[config.mk]
export PLATFORM = sky130hd
export DESIGN_NAME = pc_sequencer
export DESIGN_NICKNAME = d
export VERILOG_FILES = /design/src/return_stack.v /design/src/pc_sequencer.v
export VERILOG_INCLUDE_DIRS = /design/src
export SDC_FILE = /design/constraint.sdc
export NUM_CORES = 1
export LEC_CHECK = 0
export ABC_AREA = 1
export ABC_CLOCK_PERIOD_IN_PS = 4260
export BUFFER_PORTS_ARGS = -buffer_cell sky130_fd_sc_hd__buf_2
export CAP_MARGIN = 10
export CORE_MARGIN = 1
export CORE_UTILIZATION = 40
export DETAILED_ROUTE_END_ITERATION = 7
export MAX_ROUTING_LAYER = met4
export PLACE_DENSITY = 0.61
export SYNTH_ARGS = -nofsm -noshare
export SYNTH_HDL_FRONTEND = slang
export SYNTH_HIERARCHICAL = 1
export SYNTH_SLANG_ARGS = --single-unit
[constraint.sdc]
create_clock -name clock -period 4.26 [get_ports clock]
set_clock_uncertainty 0.1 [all_clocks]
set_input_delay 0.852 -clock clock [delete_from_list [all_inputs] [get_ports clock]]
set_output_delay 0.852 -clock clock [all_outputs]
set_load 0.05 [all_outputs]
[src/pc_seq_regs.vh]
// Constants for the program counter sequencer.
`ifndef PC_SEQ_REGS_VH
`define PC_SEQ_REGS_VH
`define PC_WIDTH        13
`define PC_LOW_WIDTH    8
`define PC_HIGH_WIDTH   5
`define PC_JUMP_WIDTH   11
`define PC_PAGE_LSB     3
`define PC_PAGE_MSB     4
`define PC_RESET_VALUE  13'h0000
`define LATCH_RESET     5'h00
`define READ_RESET      8'h00
`define STACK_DEPTH     8
`define STACK_PTR_W     3
`define INT_VECTOR      13'h0004
`endif

[src/return_stack.v]
// Circular return stack with wrap-around pointer and no overflow flag.
`include "pc_seq_regs.vh"
module return_stack
#(
    parameter DEPTH = `STACK_DEPTH,
    parameter PTRW  = `STACK_PTR_W,
    parameter WIDTH = `PC_WIDTH
)
(
    input  wire             clock,    // Core clock.
    input  wire             arst_n,   // Asynchronous reset, active low.
    input  wire             push,     // Push request.
    input  wire             pop,      // Pop request.
    input  wire [WIDTH-1:0] pushData, // Value to push.
    output wire [WIDTH-1:0] topData   // Entry on top of the stack.
);
    reg  [WIDTH-1:0] entry [0:DEPTH-1];
    reg  [PTRW-1:0]  ptr_q;
    wire [PTRW-1:0]  topIdx;
    integer          i;

    assign topIdx  = ptr_q - {{(PTRW-1){1'b0}}, 1'b1};
    assign topData = entry[topIdx];

    // Pointer simply wraps; there is no overflow or underflow state.
    always @(posedge clock or negedge arst_n)
    begin
        if (!arst_n)
        begin
            ptr_q <= {PTRW{1'b0}};
            for (i = 0; i < DEPTH; i = i + 1)
                entry[i] <= {WIDTH{1'b0}};
        end
        else if (push)
        begin
            entry[ptr_q] <= pushData; // RULE13
            ptr_q        <= ptr_q + {{(PTRW-1){1'b0}}, 1'b1}; // RULE14
        end
        else if (pop)
        begin
            ptr_q <= topIdx; // RULE14
        end
    end
endmodule // return_stack

[src/pc_sequencer.v]
// Program counter, high-bits latch, paging and return stack control.
//
// Overview of operation
// RULE1: 13-bit counter, low byte read/write.
// RULE2: Upper bits hidden, loaded only via latch.
// RULE3: Any reset clears upper counter bits.
// RULE4: Low-byte write loads latch bits 4:0 high.
// RULE5: Jump/call: 11 instruction bits, latch 4:3.
// RULE6: 8K space in 2K pages.
// RULE7: Software sets page bits before jump/call.
// RULE8: Computed jumps beware 256-word block boundaries.
// RULE9: Hidden 8-deep 13-bit return stack.
// RULE10: Push on call and interrupt vectoring.
// RULE11: Returns pop full 13-bit counter.
// RULE12: Push and pop leave latch unchanged.
// RULE13: Stack is circular; ninth push overwrites first.
// RULE14: No overflow or underflow flags.
// RULE15: Otherwise counter increments per fetch, wrapping.
// RULE16: Low-byte read returns bits 7:0 unchanged.
`include "pc_seq_regs.vh"
module pc_sequencer
#(
    parameter [`PC_WIDTH-1:0] INT_VECTOR = `INT_VECTOR
)
(
    input  wire                      clock,         // Core clock, 40 MHz.
    input  wire                      arst_n,        // Asynchronous reset, active low.
    input  wire                      fetch,         // Fetch step: advance counter.
    input  wire                      jumpDirect,    // Direct jump.
    input  wire                      callDirect,    // Subroutine call.
    input  wire [`PC_JUMP_WIDTH-1:0] jumpTarget,    // 11-bit target from instruction.
    input  wire                      intVector,     // Interrupt branch to vector.
    input  wire                      returnPlain,   // Subroutine return.
    input  wire                      literalBackJump, // Return with literal.
    input  wire                      interruptExit, // Return from interrupt.
    input  wire                      lowWrite,      // Write to counter_low_byte.
    input  wire [`PC_LOW_WIDTH-1:0]  lowWriteData,  // Data for counter_low_byte.
    input  wire                      latchWrite,    // Write to counter_high_latch.
    input  wire [`PC_LOW_WIDTH-1:0]  latchWriteData, // Data for counter_high_latch.
    output reg  [`PC_WIDTH-1:0]      pcOut,         // Program counter.
    output reg  [`PC_LOW_WIDTH-1:0]  lowReadData,   // counter_low_byte read value.
    output reg  [`PC_LOW_WIDTH-1:0]  latchReadData  // counter_high_latch read value.
);
    // ----------------------------------------------------------------
    // Local sizes and request codes
    // ----------------------------------------------------------------
    localparam PCW   = `PC_WIDTH;
    localparam LOWW  = `PC_LOW_WIDTH;
    localparam HIGHW = `PC_HIGH_WIDTH;

    // One-hot code of the request that wins the cycle.
    localparam [5:0] SEL_HOLD   = 6'h01;
    localparam [5:0] SEL_FETCH  = 6'h02;
    localparam [5:0] SEL_LOW    = 6'h04;
    localparam [5:0] SEL_BRANCH = 6'h08;
    localparam [5:0] SEL_POP    = 6'h10;
    localparam [5:0] SEL_VECTOR = 6'h20;

    // ----------------------------------------------------------------
    // Internal state and wires
    // ----------------------------------------------------------------
    reg  [HIGHW-1:0] latch_q;
    reg  [HIGHW-1:0] latch_d;
    reg  [PCW-1:0]   pc_d;
    reg  [5:0]       sel;
    wire [PCW-1:0]   stackTop;
    wire [PCW-1:0]   pcPlusOne;
    wire [PCW-1:0]   returnAddr;
    wire [PCW-1:0]   branchAddr;
    wire [PCW-1:0]   lowAddr;
    wire [LOWW-1:0]  lowRead_d;
    wire [LOWW-1:0]  latchRead_d;
    wire [1:0]       pageBits;
    wire             doPush;
    wire             doPop;
    wire             doBranch;
    genvar           b;

    // ----------------------------------------------------------------
    // Request decode
    // ----------------------------------------------------------------
    assign doPush   = callDirect | intVector; // RULE10
    assign doPop    = returnPlain | literalBackJump | interruptExit; // RULE11
    assign doBranch = jumpDirect | callDirect;

    // Only one request loads the counter per cycle; latch writes and stack pushes from lower requests still act.
    always @*
    begin
        sel = SEL_HOLD;
        if (intVector)
            sel = SEL_VECTOR;
        else if (doPop)
            sel = SEL_POP;
        else if (doBranch)
            sel = SEL_BRANCH;
        else if (lowWrite)
            sel = SEL_LOW;
        else if (fetch)
            sel = SEL_FETCH;
    end

    // ----------------------------------------------------------------
    // Candidate addresses
    // ----------------------------------------------------------------
    // A call saves the address after itself, while an interrupt saves the
    // counter as it stands, since the interrupted fetch has not advanced it.
    assign pageBits   = latch_q[`PC_PAGE_MSB:`PC_PAGE_LSB]; // RULE6
    assign pcPlusOne  = pcOut + {{(PCW-1){1'b0}}, 1'b1}; // RULE15
    assign branchAddr = {pageBits, jumpTarget}; // RULE5
    assign lowAddr    = {latch_q, lowWriteData}; // RULE4
    assign returnAddr = intVector ? pcOut : pcPlusOne;

    // ----------------------------------------------------------------
    // Next counter
    // ----------------------------------------------------------------
    always @*
    begin
        pc_d = pcOut;
        case (sel)
            SEL_VECTOR:
            begin
                pc_d = INT_VECTOR; // RULE10
            end
            SEL_POP:
            begin
                pc_d = stackTop; // RULE11
            end
            SEL_BRANCH:
            begin
                pc_d = branchAddr; // RULE5
            end
            SEL_LOW:
            begin
                pc_d = lowAddr; // RULE2
            end
            SEL_FETCH:
            begin
                pc_d = pcPlusOne; // RULE15
            end
            SEL_HOLD:
            begin
                pc_d = pcOut;
            end
            default:
            begin
                pc_d = pcOut;
            end
        endcase
    end

    // ----------------------------------------------------------------
    // High-bits latch
    // ----------------------------------------------------------------
    // Stack operations never touch the latch.
    always @*
    begin
        latch_d = latch_q; // RULE12
        if (latchWrite)
            latch_d = latchWriteData[HIGHW-1:0];
    end

    // ----------------------------------------------------------------
    // Readback values
    // ----------------------------------------------------------------
    generate
        for (b = 0; b < LOWW; b = b + 1)
        begin : g_readback
            assign lowRead_d[b] = pc_d[b]; // RULE16
            if (b < HIGHW)
            begin : g_latch_bit
                assign latchRead_d[b] = latch_d[b];
            end
            else
            begin : g_pad_bit
                assign latchRead_d[b] = 1'b0;
            end
        end
    endgenerate

    // ----------------------------------------------------------------
    // Registers
    // ----------------------------------------------------------------
    always @(posedge clock or negedge arst_n)
    begin
        if (!arst_n)
        begin
            pcOut <= `PC_RESET_VALUE; // RULE3
        end
        else
        begin
            pcOut <= pc_d; // RULE1
        end
    end

    always @(posedge clock or negedge arst_n)
    begin
        if (!arst_n)
        begin
            latch_q <= `LATCH_RESET;
        end
        else
        begin
            latch_q <= latch_d;
        end
    end

    always @(posedge clock or negedge arst_n)
    begin
        if (!arst_n)
        begin
            lowReadData   <= `READ_RESET;
            latchReadData <= `READ_RESET;
        end
        else
        begin
            lowReadData   <= lowRead_d;
            latchReadData <= latchRead_d;
        end
    end

    // ----------------------------------------------------------------
    // Return stack
    // ----------------------------------------------------------------
    return_stack
    #(
        .DEPTH (`STACK_DEPTH),
        .PTRW  (`STACK_PTR_W),
        .WIDTH (`PC_WIDTH)
    )
    u_stack
    (
        .clock    (clock),
        .arst_n   (arst_n),
        .push     (doPush), // RULE9
        .pop      (doPop),
        .pushData (returnAddr),
        .topData  (stackTop)
    );
endmodule // pc_sequencer

# Word level (Yosys, flattened, before mapping)
# Index checks and enable logic that the tools add are counted.
op_classes:
  add_sub_neg: 3
  multipliers: 0
  n_div: 0
  order_cmp: 3
  eq_ne: 5
  shifts: 0
  mux: 16
  n_bitwise: 6
  reduce_logical: 3
op_table:
  columns: ["cell", "count"]
  rows:
  - ["104-bit bitwise mux", 1]
  - ["13-bit case mux with 5 select lines", 1]
  - ["13-bit two-way mux", 4]
  - ["13-bit binary-select mux with 3-bit select", 1]
  - ["13-bit demux with 3-bit select", 1]
  - ["13-bit by 1-bit adder with 13-bit output, second input constant", 1]
  - ["6-bit two-way mux", 2]
  - ["3-bit two-way mux", 3]
  - ["4-bit greater-or-equal comparator, second input constant", 2]
  - ["3-bit NOT with 4-bit output", 2]
  - ["6-bit by 2-bit equality test with 1-bit output, second input constant", 1]
  - ["6-bit by 3-bit equality test with 1-bit output, second input constant", 1]
  - ["6-bit by 4-bit equality test with 1-bit output, second input constant", 1]
  - ["6-bit by 5-bit equality test with 1-bit output, second input constant", 1]
  - ["6-bit equality test, second input constant", 1]
  - ["5-bit two-way mux", 1]
  - ["5-bit nonzero test", 1]
  - ["4-bit by 1-bit < comparator with 1-bit output, second input constant", 1]
  - ["4-bit two-way mux", 1]
  - ["1-bit bitwise OR", 4]
  - ["3-bit by 1-bit adder with 3-bit output, second input constant", 1]
  - ["3-bit by 1-bit subtractor with 3-bit output, second input constant", 1]
  - ["2-bit two-way mux", 1]
  - ["2-bit nonzero test", 1]
  - ["1-bit logical AND", 1]
word_totals:
  regBits: 125
  latchBits: 0
  ramBits: 0
  mem_bits_ro: 0
  out_inout_bits: 29
  mem_count: 0

# Longest topological paths before layout
# Gate-level depths: netlist of the first run.
logic_depth:
  word_depth: 7
  mapped_depth: 15
  depth_no_buf: 11

# By module
# Netlist of the first run, hierarchy kept.
by_module_without_submodules:
  columns: ["mod", "instances", "cells_each", "area_each_um2", "seq_area_each_um2"]
  rows:
  - ["return_stack", 1, 724, 5326.4, 2677.6]
  - ["pc_sequencer", 1, 244, 1627.8, 450.4]

# Least setup slack after synthesis of the first run
# Ideal clock, no wire load.
synth_path:
  path_kind: "input port to flip-flop"
  start: "input port intVector"
  end: "register u_stack/entry[69] (netlist bit)"
  setup_ns: 0.083
  arrival_ns: 1.995
  required_time_ns: 4.077
  path_slack_ns: 2.082
  cell_stages: 8
  path_buffers: 2
  cell_sequence: "buf_2 or2_2 inv_2 nor2_4 nand2_2 clkbuf_1 nand2_1 o21ai_0"
synth_between:
  elab_cells_between_ends: 3
  cone_classes: "mux: 2; bitwise: 1"
synth_lines:
  columns: ["item", "line", "source"]
  rows:
  - ["from (decl)", "pc_sequencer.v:32", "input wire intVector,"]
  - ["1-bit bitwise OR", "pc_sequencer.v:82", "assign doPush = callDirect | intVector;"]
  - ["net doPush", "pc_sequencer.v:74", "wire doPush;"]
  - ["to (signal, indexed assignment)", "return_stack.v:32", "entry[i] <= {WIDTH{1'b0}};"]
  - ["to (signal, indexed assignment)", "return_stack.v:36", "entry[ptr_q] <= pushData;"]
  - ["to (decl)", "return_stack.v:17", "reg [WIDTH-1:0] entry [0:DEPTH-1];"]
# The timed path passes the listed nets, and every way through them passes these cells.
# A chain may end at the register's enable or synchronous reset.

# Final worst setup path of the first run
layout_path:
  start: "register u_stack.ptr_q[1]"
  end: "register pcOut[5]"
layout_between:
  elab_chain_len: 6
layout_lines:
  columns: ["item", "line", "source"]
  rows:
  - ["from (decl)", "return_stack.v:18", "reg [PTRW-1:0] ptr_q;"]
  - ["from (signal assigned)", "return_stack.v:30", "ptr_q <= {PTRW{1'b0}};"]
  - ["from (signal assigned)", "return_stack.v:37", "ptr_q <= ptr_q + {{(PTRW-1){1'b0}}, 1'b1};"]
  - ["from (signal assigned)", "return_stack.v:41", "ptr_q <= topIdx;"]
  - ["3-bit by 1-bit subtractor with 3-bit output", "return_stack.v:22", "assign topIdx = ptr_q - {{(PTRW-1){1'b0}}, 1'b1};"]
  - ["3-bit NOT with 4-bit output (not written as such)", "return_stack.v:23", "assign topData = entry[topIdx];"]
  - ["13-bit binary-select mux with 3-bit select", "return_stack.v:23", null]
  - ["13-bit two-way mux (not written as such) (2 in a row)", "return_stack.v:23", null]
  - ["net stackTop[5]", "pc_sequencer.v:66", "wire [PCW-1:0] stackTop;"]
  - ["13-bit case mux with 5 select lines", "pc_sequencer.v:119", "case (sel)"]
  - ["to (signal assigned)", "pc_sequencer.v:187", "pcOut <= `PC_RESET_VALUE;"]
  - ["to (signal assigned)", "pc_sequencer.v:191", "pcOut <= pc_d;"]
  - ["to (decl)", "pc_sequencer.v:40", "output reg [`PC_WIDTH-1:0] pcOut,"]
# The timed path passes the listed nets, and every way through them passes these cells. The select of a mux whose other input is x is not followed.

==> results of run 1 <==
## final cells by class
cell class                 count  area share
sequential                   125       0.398
multi-input combinational    643       0.378
inverter                     150      0.0717
clock buffer                  26      0.0648
timing repair buffer          65      0.0449
tap                          220      0.0350
clock inverter                 6     0.00733
## stage by stage
stage | area, µm² | total power [mW] | worst slack (ns) | hold slack [ns] | std cells
after global routing | 7860 | 6.67 | 1.14 | 0.333 | 1235
after floorplan | 6960 | 4.05 | 2.08 | 0.353 | 970
final | 7860 | 6.14 | 1.42 | 0.296 | 1235
after CTS | 7860 | 6.19 | 1.39 | 0.308 | 1235
after global placement | 7290 | 4.72 | 1.42 | 0.365 | 1203
after detailed placement | 7290 | 4.77 | 1.38 | 0.373 | 1203
## worst max path at each step
stage,end,depth (start not counted)
floorplan,u_stack/entry[69]$_DFFE_PN0P_,8
global placement,pcOut[7]$_DFFE_PN0P_,10
detailed placement,pcOut[5]$_DFFE_PN0P_,10
CTS,pcOut[5]$_DFFE_PN0P_,10
global route,pcOut[6]$_DFFE_PN0P_,10
finish,pcOut[5]$_DFFE_PN0P_,10
## cell usage after synthesis (4+ instances only)
library cell and instances:
buf_4 15, buf_2 22, nor2_4 6, nand2_2 8, nand4_1 9, o21ai_1 55, nand3_1 82, o21ai_0 61
xor2_1 5, nand2_1 347, inv_1 144, mux2_2 4, a21oi_1 6, dfrtp_1 125, nor2_1 34, inv_2 6
clkbuf_1 10
## report_power, final
group	total, mW	switching (mW)	internal [mW]
clock	1.38	0.507	0.876
combinational	2.86	2.03	0.835
sequential	1.89	0.273	1.62
total	6.14	2.81	3.33
## worst reg2reg max path: stages, from the launching register on
cell and delay [ns]:
dfrtp_1 0.45, inv_2 0.10, ha_1 0.22, xnor2_2 0.67, inv_1 0.57, nand2_1 0.19
nand2_1 0.08, inv_1 0.09, nor2_1 0.06, a21oi_1 0.12, nand4_1 0.08
## kinds of logic after synthesis
| kind of cell | count (synthesis) | synth area share |
|---|---|---|
| AND/OR/NAND/NOR | 499 | 0.310 |
| adder cells (fa/ha/maj) | 3 | 0.00540 |
| AO/OA/AOI/OAI | 127 | 0.0934 |
| flip-flops | 125 | 0.450 |
| XOR/XNOR | 7 | 0.00990 |
| buffers and inverters | 202 | 0.125 |
| other | 1 | 0.000539 |
| multiplexers | 4 | 0.00648 |
## per-layer routing
metal,vias up,routed length [µm],GRT usage,part of all wire
li1,3063,-,-,-
met1,2750,8750,0.305,0.49
met2,138,8000,0.317,0.45
met3,27,797,0.0370,0.044
met4,0,357,0.0821,0.020
met5,-,0,-,0
## sequential cells by signal, indices dropped and copies added, names as in the netlist
register       count
u_stack/entry    104
pcOut             13
u_stack/ptr_q      3
latchReadData      5
==> results.md, run 1 <==
- Gpl congestion: 0.853
- Slowest stage delay, CP: 0.67 ns
- Mean Syn Cell Area: 7.18 µm²
- Area delta synth->final: 13.0%
- Async SR Flop Fraction: 1.00
- Final Util: 0.469
- Global-route wire length before repair: 29200 µm
- Slew Limit Fails: 0
- Clk_lat worst skew: 0.42 ns
- CP startpoint: u_stack/ptr_q[1]$_DFFE_PN0P_
- Reg2reg end: pcOut[5]$_DFFE_PN0P_
- Boundary Pins: 67
- Syn Inst Count: 968
- Synth Warn #: 6
- CTS H-tree lvls: 4
- Initial DRC Count: 415
- Top_reg_cell synth: dfrtp_1
- Most frequent cells in the layout: nand2_1 (347), inv_1 (144), dfrtp_1 (124)
- Share of the synthesized area in the top cell type: 0.450
- Multi-input gate area: 2970 µm²
- Slowest cell on crit path: xnor2_2
- Vias after detailed routing: 5978
- PwrDens: 782 nW/µm²
- Clock transition at the registers of the reported paths: 0.06 ns
- P_leak: 3.96 nW
- Diode count: 0
- Post-DP HPWL: 11200 µm
- Sink Count: 125
- FF/Latch Area: 3130 µm²
- Slew @ Worst Pin: 1.09 ns
- R2R Setup Slk: 1.42 ns
- Vias in the first global route: 5598
- Register bit total from synthesis: 125
- Max Buffers Root-to-Sink: 2
- Worst r2r src: u_stack/ptr_q[1]$_DFFE_PN0P_
- Row count: 47
- Final min period: 2.84 ns
- Resize count post-CTS: 0
- Cell area after synthesis: 6950 µm²
- Library cells used by synthesis: 38
- Core Region: 16800 µm²
- Setup Crit Path Kind: reg -> reg
- DRT antenna net count: 0
- Kind of cell adding the most delay to the critical path: buffers and inverters
- Unrepaired setup endpoints after global routing: false
- Via density: 4.84
- Most common cell after layout, fill and taps aside: nand2_1
- CP required: 4.45 ns
- CP endpoint kind: flop
- Hold crit path type: in -> async
- CP Max Fanout: 14
- Peak Freq: 352 MHz
- Post-CTS Setup Inserts: 0
- Worst Path Arrival: 3.04 ns
- Initial Utilization: 0.415
- Register area share after synthesis: 0.450
- Max-Cap Viols: 0
- Worst VDD drop: 0.770 mV
- Grt total ovfl: 0
- CTS Hold Buffers Added: 0
- WL/cell: 14.5 µm
- Rel. slew slack: 0.273
- Die W: 134 µm
- Critical path, cell by cell: inv_2 -> ha_1 -> xnor2_2 -> inv_1 -> nand2_1 -> nand2_1 -> inv_1 -> nor2_1 -> a21oi_1 -> nand4_1
- Area leader, netlist: dfrtp_1
- Die ar.: 17900 µm²
- Final Cycle Share: 0.668
- Initial antenna violation count: 0
- Cell chosen for the clock root: clkbuf_16
- Gr usage total: 0.218
- Setup TNS: 0 ns
- Final hold violations: 0
- Die Y: 134 µm
- Inserted Clock Buffers: 17
- CTS tree: done
- R2R depth: 10
- Outcome: finished clean
- Layout cells sized above 1: 0.128
- Fillers: 1754
- Final WL: 17900 µm
- Largest net degree at the start of global routing: 60
- Net total in the final layout: 1043
- Post-synth EDFFs: 0
- Drc violations: 0
- Number of I/O port buffers: 60
- Final Setup Violations: 0
- Synth area leaders: dfrtp_1 (45%), nand2_1 (19%), inv_1 (7.8%)
- Worst path bufs/invs: 3
- Critical Path Start Type: flop
- TritonRoute pass-1 iters: 5
Note: power is estimated with default switching activity, not from simulation.
==> run 2: changes to the inputs <==
ABC_CLOCK_PERIOD_IN_PS = 2960   (was 4260)
clock period = 2.96 ns   (was 4.26 ns; I/O delays follow)
==> run 2 against run 1 <==
Effect of this change:
- register-to-register slack worse by 0.75 ns
- count of clock-buffer cells in the layout fell by 1
- global-route usage rose by 0.37 points
- critical path type unchanged
- wire length shrank 0.79%
- maximum frequency is 24% higher
- final cell count unchanged
- flip-flop and latch count unchanged
==> results.md, run 2 (synthesized netlist as in run 1, its figures left out) <==
- Outcome: finished clean
- Final hold violations: 0
- Hold crit path type: in -> async
- CP endpoint: pcOut[5]$_DFFE_PN0P_
- Number of I/O port buffers: 60
- Die W: 134 µm
- Layout cells sized above 1: 0.130
- Clk_lat worst skew: 0.42 ns
- Post-CTS Setup Inserts: 0
- Final WL: 17800 µm
- Die Y: 134 µm
- Slew @ Worst Pin: 0.722 ns
- Layout Cells excl Fill: 1235
- Final Setup Violations: 0
- Gpl congestion: 0.818
- Slew Limit Fails: 0
- Most common cell after layout, fill and taps aside: nand2_1
- CP Max Fanout: 28
- CP startpoint: u_stack/ptr_q[1]$_DFFE_PN0P_
- Post-DP Area: 7300 µm²
- DRT antenna net count: 0
- Max reg flops: 104
- R2R Setup Slk: 0.67 ns
- CP required: 3.22 ns
- Resize count post-CTS: 0
- Vias in the first global route: 5730
- Gr usage total: 0.222
- TritonRoute pass-1 iters: 5
- WL/cell: 14.4 µm
- Diode count: 0
- Via density: 4.89
- Inserted Clock Buffers: 17
- Worst Path Arrival: 2.55 ns
- Grt total ovfl: 0
- Final Cycle Share: 0.775
- Largest net degree at the start of global routing: 126
- Core Region: 16800 µm²
- Setup TNS: 0 ns
- CTS H-tree lvls: 4
- Final min period: 2.29 ns
- Final instance area: 7900 µm²
- Unrepaired setup endpoints after global routing: false
- Drc violations: 0
- Setup Crit Path Kind: reg -> reg
- Final Util: 0.471
- Clock transition at the registers of the reported paths: 0.06 ns
- Sink Count: 125
- Die ar.: 17900 µm²
- Cell chosen for the clock root: clkbuf_16
- P_leak: 3.98 nW
- Row count: 47
- Area delta synth->final: 13.6%
- Regs by FF count: u_stack/entry (104), pcOut (13), latchReadData (5)
- Max Buffers Root-to-Sink: 2
- Worst r2r src: u_stack/ptr_q[1]$_DFFE_PN0P_
- Initial antenna violation count: 0
- PwrDens: 1140 nW/µm²
- CP endpoint kind: flop
- CTS tree: done
- Boundary Pins: 67
- Net total in the final layout: 1045
- Most frequent cells in the layout: nand2_1 (347), inv_1 (144), dfrtp_1 (124)
- Max-Cap Viols: 0
- Initial Utilization: 0.415
- Critical Path Start Type: flop
- Vias after detailed routing: 6035
- Initial DRC Count: 535
- R2R depth: 11
- CTS Hold Buffers Added: 0
- Placed cells: 1205
- Reg2reg end: pcOut[5]$_DFFE_PN0P_
- Total power: 8.98 mW
- Peak Freq: 436 MHz
- Worst VDD drop: 0.817 mV
- Reg with most FFs: u_stack/entry
- Rel. slew slack: 0.519
- Global-route wire length before repair: 29700 µm
- Post-DP HPWL: 11000 µm
[run 2: cell types whose count changed in the layout (fill, tap and decap cells not counted), sizes merged]
cell      before  now
buf           65   67
clkinvlp       1    2
clkinv         4    1
clkbuf        26   25
bufinv         1    2
[run 2: power by group]
part	switching, mW	internal (mW)
clock network	0.736	1.36
registers	0.388	2.33
logic	2.93	1.23
total	4.06	4.92
[run 2: routing by layer]
metal,vias up,GRT usage,share of wire
met3,18,0.0431,0.049
met2,140,0.336,0.46
met1,2819,0.299,0.48
li1,3058,-,-
met5,-,-,0
met4,0,0.0713,0.014
[run 2: how the worst min path moves through the flow]
stage	from	endpoint	depth (start not counted)	slack [ns]
3_3_place_gp	u_stack/entry[24]$_DFFE_PN0P_	u_stack/entry[24]$_DFFE_PN0P_	2	0.37
6_report	arst_n	u_stack/entry[73]$_DFFE_PN0P_	2	0.15
4_1_cts	arst_n	u_stack/entry[100]$_DFFE_PN0P_	2	0.22
3_5_place_dp	u_stack/entry[67]$_DFFE_PN0P_	u_stack/entry[67]$_DFFE_PN0P_	2	0.37
5_1_grt	arst_n	u_stack/entry[73]$_DFFE_PN0P_	2	0.24
2_1_floorplan	arst_n	latchReadData[0]$_DFFE_PN0P_	0	0.20
[run 2: area by class of cell]
class | instances | area [µm²]
clock buffers | 25 | 515
well taps | 220 | 275
clock inverters | 5 | 80.1
flip-flops and latches | 125 | 3130
inverters | 150 | 563
fillers | 1716 | 8860
repair buffers | 67 | 368
multi-input cells | 643 | 2970
[run 2: metrics by stage]
step	setup slack (ns)	hold WS, ns
final	0.666	0.150
after global routing	0.502	0.245
after CTS	0.660	0.223
after detailed placement	0.591	0.373
after global placement	0.632	0.366
after floorplan	0.823	0.196
[run 2: worst max-delay path: stages (launching register included)]
cell	delay [ns]
dfrtp_1	0.49
inv_2	0.11
ha_1	0.31
inv_2	0.49
nand3_1	0.15
nand2_1	0.09
nand2_1	0.05
nand2_1	0.13
inv_1	0.05
nor2_1	0.13
a21oi_1	0.05
nand4_1	0.07
